$ cat config.mk
export PLATFORM = sky130hd
export DESIGN_NAME = sat_translator
export DESIGN_NICKNAME = d
export VERILOG_FILES = /design/src/sat_pkg.sv /design/src/sat_translator.sv
export SDC_FILE = /design/constraint.sdc
export NUM_CORES = 1
export LEC_CHECK = 0
export ABC_AREA = 1
export BUFFER_PORTS_ARGS = -buffer_cell sky130_fd_sc_hd__buf_2
export CORE_MARGIN = 2
export CORE_UTILIZATION = 39
export DETAILED_ROUTE_END_ITERATION = 12
export SLEW_MARGIN = 40
export SYNTH_ARGS = -nofsm -noshare
export SYNTH_HDL_FRONTEND = slang
export SYNTH_SLANG_ARGS = --single-unit
$ cat constraint.sdc
create_clock -name clk_i -period 17.5 [get_ports clk_i]
set_input_delay 3.5 -clock clk_i [delete_from_list [all_inputs] [get_ports clk_i]]
set_output_delay 3.5 -clock clk_i [all_outputs]
set_load 0.02 [all_outputs]
$ cat src/sat_pkg.sv
// constants, carriers and states of the sector address translator
// assumes a single controller clock; no package imports, every use is scoped
package sat_pkg;

    localparam int CYL_W = 10;
    localparam int HEAD_W = 4;
    localparam int SEC_W = 6;
    localparam int REC_W = 20;

    // first cylinder that logical records may occupy
    localparam logic [CYL_W-1:0] FLOPPY_BASE_CYL = 10'h001;
    localparam logic [CYL_W-1:0] WINCH_BASE_CYL = 10'h000;
    // physical sectors number from one, cylinders and heads from zero
    localparam logic [SEC_W-1:0] SEC_FIRST = 6'h01;
    localparam logic [REC_W-1:0] REC_NONE = 20'h00000;
    localparam logic [SEC_W-1:0] ILV_NONE = 6'h01;

    typedef struct packed {
        logic [CYL_W-1:0] cyl;
        logic [HEAD_W-1:0] head;
        logic [SEC_W-1:0] sec;
    } sat_chs_s;

    typedef struct packed {
        logic logical;
        logic winch;
        logic [REC_W-1:0] rec;
        sat_chs_s chs;
    } sat_req_s;

    typedef struct packed {
        logic [SEC_W-1:0] spt;
        logic [HEAD_W-1:0] heads;
        logic [HEAD_W-1:0] fh_heads;
        logic [CYL_W-1:0] cyls;
        logic [SEC_W-1:0] ilv;
        logic [SEC_W-1:0] off;
        logic log_off_en;
    } sat_cfg_s;

    typedef enum logic [1:0] {
        ST_IDLE = 2'b00,
        ST_WALK = 2'b01,
        ST_WAIT = 2'b11,
        ST_FIN = 2'b10
    } sat_state_e;

    localparam sat_chs_s CHS_RST = '0;
    localparam sat_req_s REQ_RST = '0;
    localparam sat_cfg_s CFG_RST = '0;

endpackage

$ cat src/sat_translator.sv
// sector address translator: host record or position in, drive position out
// assumes flaw_hit_i is answered combinationally by same-clock logic
// for the position on flaw_pos_o, and winch_ready_i comes from the drive pin
`timescale 1ns/100ps
`default_nettype none

// Notes on behaviour
// - cylinders and heads count from zero, sectors from one.
// - one cylinder holds sectors per track times heads, all equal size.
// - floppy logical record one sits at cylinder 1, head 0, sector 1.
// - flawless Winchester logical record one sits at cylinder 0, head 0, sector 1.
// - flawed Winchester sectors are skipped by logical addressing.
// - record K+1 is always the sequential successor of record K.
// - floppy cylinder 0 is reachable by physical addressing only.
// - logical addressing covers moving heads only; fixed heads need physical.
// - with offset and interleave, skip the larger of the two, not the sum.
// - a physical interleave factor may be chosen for floppy or fixed disk.
// - floppy offset is physical at format or logical per transfer, host picks.
// - consecutive sectors transfer with no interleave needed.
// - cylinder offset shifts the first sector of each next cylinder.
// - no Winchester access starts until the drive reports at speed.
module sat_translator (
    input wire logic clk_i,
    input wire logic rst_n_i,
    input wire logic ce_i,
    input wire logic req_valid_i,
    input wire sat_pkg::sat_req_s req_i,
    input wire sat_pkg::sat_cfg_s cfg_i,
    input wire logic winch_ready_i,
    input wire logic flaw_hit_i,
    output logic busy_o,
    output logic flaw_chk_o,
    output sat_pkg::sat_chs_s flaw_pos_o,
    output logic start_o,
    output sat_pkg::sat_chs_s pos_o,
    output logic pos_winch_o,
    output logic done_o,
    output logic err_o
);

    // sum of two in-range sector indices folded back into 0..m-1
    function automatic logic [sat_pkg::SEC_W-1:0] wrap_add(
        input logic [sat_pkg::SEC_W-1:0] a,
        input logic [sat_pkg::SEC_W-1:0] b,
        input logic [sat_pkg::SEC_W-1:0] m
    );
        logic [sat_pkg::SEC_W:0] s;
        s = {1'b0, a} + {1'b0, b};
        if (s >= {1'b0, m}) begin
            s = s - {1'b0, m};
        end
        return s[sat_pkg::SEC_W-1:0];
    endfunction

    function automatic logic [sat_pkg::SEC_W-1:0] max_sec(
        input logic [sat_pkg::SEC_W-1:0] a,
        input logic [sat_pkg::SEC_W-1:0] b
    );
        return (a > b) ? a : b;
    endfunction

    // ready pin synchroniser; only the second stage is read
    logic rdy_s1_q;
    logic rdy_s2_q;

    always_ff @(posedge clk_i or negedge rst_n_i) begin
        if (!rst_n_i) begin
            rdy_s1_q <= 1'b0;
            rdy_s2_q <= 1'b0;
        end else if (ce_i) begin
            rdy_s1_q <= winch_ready_i;
            rdy_s2_q <= rdy_s1_q;
        end
    end

    // translation state
    sat_pkg::sat_state_e state_q, state_d;
    sat_pkg::sat_req_s req_q, req_d;
    sat_pkg::sat_cfg_s cfg_q, cfg_d;
    logic [sat_pkg::CYL_W-1:0] cyl_q, cyl_d;
    logic [sat_pkg::HEAD_W-1:0] head_q, head_d;
    logic [sat_pkg::SEC_W-1:0] p_q, p_d;
    logic [sat_pkg::SEC_W-1:0] ts_q, ts_d;
    logic [sat_pkg::SEC_W-1:0] rs_q, rs_d;
    logic [sat_pkg::SEC_W-1:0] slot_q, slot_d;
    logic [sat_pkg::REC_W-1:0] cnt_q, cnt_d;
    logic fail_q, fail_d;
    logic busy_q, busy_d;
    logic chk_q, chk_d;
    sat_pkg::sat_chs_s fpos_q, fpos_d;
    logic start_q, start_d;
    sat_pkg::sat_chs_s pos_q, pos_d;
    logic pwinch_q, pwinch_d;
    logic done_q, done_d;
    logic err_q, err_d;

    // derived step sizes of the captured configuration, plus the physical head check on the live ports
    logic [sat_pkg::SEC_W-1:0] ilv_eff;
    logic [sat_pkg::SEC_W-1:0] off_eff;
    logic [sat_pkg::SEC_W-1:0] skew;
    logic head_lim;
    logic [sat_pkg::SEC_W-1:0] np;
    logic [sat_pkg::REC_W-1:0] cnt_inc;
    logic hit;

    always_comb begin
        // zero interleave is read as none, so consecutive sectors
        ilv_eff = (cfg_q.ilv == '0) ? sat_pkg::ILV_NONE : cfg_q.ilv;
        // format-time offset is already on the medium; only logical is applied
        off_eff = cfg_q.log_off_en ? cfg_q.off : '0;
        // skew per cylinder is the larger of offset and interleave gap
        skew = max_sec(off_eff, ilv_eff - sat_pkg::ILV_NONE);
        // physical heads include the fixed-head set only on a Winchester
        head_lim = {1'b0, req_i.chs.head} < ({1'b0, cfg_i.heads} +
                   (req_i.winch ? {1'b0, cfg_i.fh_heads} : '0)) ? 1'b1 : 1'b0;
        np = wrap_add(p_q, ilv_eff, cfg_q.spt);
        cnt_inc = cnt_q + 20'h00001;
        // floppies carry no flaw map
        hit = req_q.winch & flaw_hit_i;
    end

    // next-state logic of the walk and handshake
    always_comb begin
        state_d = state_q;
        req_d = req_q;
        cfg_d = cfg_q;
        cyl_d = cyl_q;
        head_d = head_q;
        p_d = p_q;
        ts_d = ts_q;
        rs_d = rs_q;
        slot_d = slot_q;
        cnt_d = cnt_q;
        fail_d = fail_q;
        busy_d = busy_q;
        pos_d = pos_q;
        pwinch_d = pwinch_q;
        start_d = 1'b0;
        done_d = 1'b0;
        err_d = 1'b0;
        case (state_q)
            sat_pkg::ST_IDLE: begin
                if (req_valid_i) begin
                    req_d = req_i;
                    cfg_d = cfg_i;
                    busy_d = 1'b1;
                    fail_d = 1'b0;
                    pwinch_d = req_i.winch;
                    if (req_i.logical) begin
                        // floppy logical space starts past cylinder 0
                        cyl_d = req_i.winch ? sat_pkg::WINCH_BASE_CYL
                                            : sat_pkg::FLOPPY_BASE_CYL;
                        head_d = '0;
                        p_d = '0;
                        ts_d = '0;
                        rs_d = '0;
                        slot_d = '0;
                        cnt_d = sat_pkg::REC_NONE;
                        if (req_i.rec == sat_pkg::REC_NONE) begin
                            fail_d = 1'b1;
                            state_d = sat_pkg::ST_FIN;
                        end else if (cyl_d >= cfg_i.cyls || cfg_i.spt == '0 ||
                                     cfg_i.heads == '0) begin
                            fail_d = 1'b1;
                            state_d = sat_pkg::ST_FIN;
                        end else begin
                            state_d = sat_pkg::ST_WALK;
                        end
                    end else begin
                        // physical positions are range checked, cylinder 0 allowed
                        if (req_i.chs.sec >= sat_pkg::SEC_FIRST &&
                            req_i.chs.sec <= cfg_i.spt && head_lim &&
                            req_i.chs.cyl < cfg_i.cyls) begin
                            pos_d = req_i.chs;
                            state_d = sat_pkg::ST_WAIT;
                        end else begin
                            fail_d = 1'b1;
                            state_d = sat_pkg::ST_FIN;
                        end
                    end
                end
            end
            sat_pkg::ST_WALK: begin
                // one physical sector examined per cycle, in logical order
                if (!hit) begin
                    cnt_d = cnt_inc;
                end
                if (!hit && cnt_inc == req_q.rec) begin
                    pos_d.cyl = cyl_q;
                    pos_d.head = head_q;
                    pos_d.sec = p_q + sat_pkg::SEC_FIRST;
                    state_d = sat_pkg::ST_WAIT;
                end else if (slot_q + 6'h01 == cfg_q.spt) begin
                    // track done: next moving head, then next cylinder
                    slot_d = '0;
                    if (head_q + 4'h1 == cfg_q.heads) begin
                        head_d = '0;
                        if (cyl_q + 10'h001 == cfg_q.cyls) begin
                            fail_d = 1'b1;
                            state_d = sat_pkg::ST_FIN;
                        end else begin
                            cyl_d = cyl_q + 10'h001;
                            // shift first sector so it arrives after the step
                            ts_d = wrap_add(ts_q, skew, cfg_q.spt);
                            p_d = ts_d;
                            rs_d = ts_d;
                        end
                    end else begin
                        head_d = head_q + 4'h1;
                        p_d = ts_q;
                        rs_d = ts_q;
                    end
                end else begin
                    // interleave stride; a revisit moves the pass on by one
                    slot_d = slot_q + 6'h01;
                    if (np == rs_q) begin
                        p_d = wrap_add(rs_q, sat_pkg::ILV_NONE, cfg_q.spt);
                        rs_d = p_d;
                    end else begin
                        p_d = np;
                    end
                end
            end
            sat_pkg::ST_WAIT: begin
                // floppies need no spin-up gate
                if (!req_q.winch || rdy_s2_q) begin
                    start_d = 1'b1;
                    state_d = sat_pkg::ST_FIN;
                end
            end
            sat_pkg::ST_FIN: begin
                done_d = 1'b1;
                err_d = fail_q;
                busy_d = 1'b0;
                state_d = sat_pkg::ST_IDLE;
            end
            default: begin
                state_d = sat_pkg::ST_IDLE;
                busy_d = 1'b0;
            end
        endcase
        // flaw lookup address follows the walk position one-based
        chk_d = (state_d == sat_pkg::ST_WALK) && req_d.winch;
        fpos_d.cyl = cyl_d;
        fpos_d.head = head_d;
        fpos_d.sec = p_d + sat_pkg::SEC_FIRST;
    end

    always_ff @(posedge clk_i or negedge rst_n_i) begin
        if (!rst_n_i) begin
            state_q <= sat_pkg::ST_IDLE;
            req_q <= sat_pkg::REQ_RST;
            cfg_q <= sat_pkg::CFG_RST;
            cyl_q <= '0;
            head_q <= '0;
            p_q <= '0;
            ts_q <= '0;
            rs_q <= '0;
            slot_q <= '0;
            cnt_q <= '0;
            fail_q <= 1'b0;
            busy_q <= 1'b0;
            chk_q <= 1'b0;
            fpos_q <= sat_pkg::CHS_RST;
            start_q <= 1'b0;
            pos_q <= sat_pkg::CHS_RST;
            pwinch_q <= 1'b0;
            done_q <= 1'b0;
            err_q <= 1'b0;
        end else if (ce_i) begin
            state_q <= state_d;
            req_q <= req_d;
            cfg_q <= cfg_d;
            cyl_q <= cyl_d;
            head_q <= head_d;
            p_q <= p_d;
            ts_q <= ts_d;
            rs_q <= rs_d;
            slot_q <= slot_d;
            cnt_q <= cnt_d;
            fail_q <= fail_d;
            busy_q <= busy_d;
            chk_q <= chk_d;
            fpos_q <= fpos_d;
            start_q <= start_d;
            pos_q <= pos_d;
            pwinch_q <= pwinch_d;
            done_q <= done_d;
            err_q <= err_d;
        end
    end

    // all outputs straight from flops
    assign busy_o = busy_q;
    assign flaw_chk_o = chk_q;
    assign flaw_pos_o = fpos_q;
    assign start_o = start_q;
    assign pos_o = pos_q;
    assign pos_winch_o = pwinch_q;
    assign done_o = done_q;
    assign err_o = err_q;

endmodule

`default_nettype wire

==> metrics.txt <==
status=completed; number of nets in the layout=~1800; Synth Flop Type=dfrtp_1; overall power=approximately 2.8 mW; Slew HR=44.98%; Max Cap Viol=0; Port Buffers=between 100 and 150; PD cells=roughly 230 nW/µm²; final hold slack=around 0.47 ns; routed length per instance=approximately 16 µm; Site Rows=60; Worst Hold Class=reg2reg; gpl congestion=between 0.9 and 1; area taken by multi-input logic gates=roughly 6200 µm²; Residual DRC=0; minimum clock period=around 6.5 ns; vias in the first global route=9958; detailed router's first-iteration violation count=~780; clk_lat worst skew=around 0.44 ns; slowest CP cell=a32oi_1; Final setup viols=0; Place WS=between 10 and 15 ns; maximum vdd drop=~110 µV; worst path bufs/invs=3; R2R cell count=35; Num CTS Buffers=17; FFs w/ async S/R, synth=100.0%; Non-Filler Instances=about 2000; CP peak stage delay=around 0.58 ns; Tcrit/Tclk final=37.22%; DIE AREA=~29000 µm²; TritonRoute pass-1 iters=5; TNS Setup=0 ns; Post-CTS Resized=0; commonest non-fill, non-tap cells in the layout=nand2_1, inv_1, dfrtp_1; most frequent CP cell=nand2_1; die height=approximately 170 µm; share of cells above drive strength 1=approximately 14%; count of unique library cells instantiated by Yosys=54; clk sink count=around 150; H-tree depth=4; DP Wirelength=24760 µm; Synthesis Warnings=0; gr usage total=a little under a quarter; Core Util, Final=between 40% and 50%; peak fanout along the critical path=12; P&R area growth vs syn=14.82%; RSZ-0062 raised after global routing=false; Max Fclk=around 150 MHz; Max clock buf depth=2; Starting Density=39.91%; CTS tree=built; Pleak=approximately 6.4 nW; Crit Path Category=reg2reg; Post-Synthesis Mean Instance Area=about 7 µm²; Seq/Total Area, Yosys=between 30% and 40%; vias post-DR=slightly above 10000; Mapped Nets=1668; Setup Buffers After CTS=0; FF+latch count, synth=~150; Top Family by Delay on Critical Path=compound AO/OA/AOI/OAI gates; Root Buffer=clkbuf_16; Worst Path Required=approximately 18 ns; FILL cells=about 2800; commonest non-fill, non-tap cell in the layout=nand2_1; Diodes inserted=0; Reg clk slew, reported paths=0.07 ns; gr ovfl total=0; Slew @ Worst Pin=0.8223 ns; Clock Skew=between 0.01 and 0.015 ns; io pins=131; worst path arrival time=6.84 ns; number of vias per cell=~5.2; final hold violation count=0; Sequential Area=3729 µm²; initial antenna violation count=0; post-route ant nets=0; Area after DPL=11770 µm²; max-slew violations=0; final WL=about 32000 µm; fin area=approximately 12000 µm²; Synth Instances=1511; CP Depth=35; overall die width=between 150 and 200 µm; pin count of the biggest net entering global routing=96; Hold Buf Count CTS=0; core area=27030 µm²; Post-synth EDFFs=0; worst setup margin=around 11 ns; synthesized cell area=roughly 11000 µm²; endpoint class of the critical path=flip-flop; Worst Hold Path Cells=2; placed insts=just under 2000; first-pass GRT wire length=52340 µm; critical path startpoint category=flip-flop
==> worst min-delay path: stages, from the launching register on <==
cell and delay (ns):
dfrtp_1 0.34, nand2_1 0.05, nand2_1 0.05
==> where the power goes <==
part / internal (mW) / switching, mW / total [mW] / leakage (nW)
clock: 0.217 / 0.172 / 0.389 / 0.302
sequential: 0.464 / 0.115 / 0.579 / 1.93
combinational: 0.642 / 1.21 / 1.85 / 4.16
total: 1.32 / 1.50 / 2.82 / 6.40
==> cell families (layout without fill, tap and decap cells) <==
family                   after synthesis  count (layout)  synth area share [%]
flip-flops                           149             149                 34.57
adder cells (fa/ha/maj)               72              72                 8.769
XOR/XNOR                              51              51                 4.338
buffers and inverters                224             357                 8.050
AND/OR/NAND/NOR                      783             783                 31.90
AO/OA/AOI/OAI                        232             232                 12.38
==> cells in the mapped netlist, drive strengths merged, types with 3 or more instances <==
master	instances	area, µm²
a211oi	3	27.52
a21o	4	30.03
a21oi	34	181.4
a22oi	3	22.52
a31oi	9	56.30
buf	11	68.81
clkbuf	25	93.84
clkinv	6	22.52
dfrtp	149	3729
fa	6	120.1
ha	66	825.8
inv	182	683.2
nand2	498	1927
nand3	115	603.1
nand3b	11	82.58
nand4	23	162.7
nor2	104	468.0
nor3	15	85.08
nor4	8	50.05
o211ai	3	22.52
o21a	6	45.04
o21ai	125	625.6
o21bai	3	22.52
o22ai	33	206.5
or2	6	37.54
xnor2	19	166.4
xor2	31	279.0
==> flip-flops by register name (all words and copies together), names as in the netlist <==
name,count
done_o,1
flaw_chk_o,1
cnt_q,20
busy_o,1
state_q,2
req_q,21
start_o,1
pos_winch_o,1
p_q,6
flaw_pos_o,20
rdy_s1_q,1
slot_q,6
fail_q,1
cfg_q,33
err_o,1
ts_q,6
rs_q,6
pos_o,20
rdy_s2_q,1
==> final timing paths <==
check | start | end | slack, ns
setup / recovery | cfg_q[9] | flaw_pos_o[4] | 10.99
setup reg to reg | cfg_q[9] | flaw_pos_o[4] | 10.99
hold reg to reg | pos_winch_o | pos_winch_o | 0.47
max in group asynchronous | rst_n_i | rs_q[5] | 13.22
hold / removal | pos_winch_o | pos_winch_o | 0.47
min in group asynchronous | rst_n_i | pos_o[16] | 3.05
==> routing by layer <==
layer  GRT usage (%)  up-vias  wire length (µm)  share of wire, %
li1                -     5175                 -                 -
met1           32.70     4844             15440                48
met2           35.84      318             14100                44
met3           4.395       39              1842               5.8
met4           5.463        0               576               1.8
met5               0        -                 0                 0
==> cell type report <==
class / count / area share [%]
flip-flops and latches: 149 / 30.10
repair buffers: 137 / 5.758
multi-input cells: 1138 / 50.06
clock buffers: 17 / 3.435
inverters: 188 / 5.698
clock inverters: 15 / 1.505
well taps: 341 / 3.445
(Power assumes the default switching activity.)
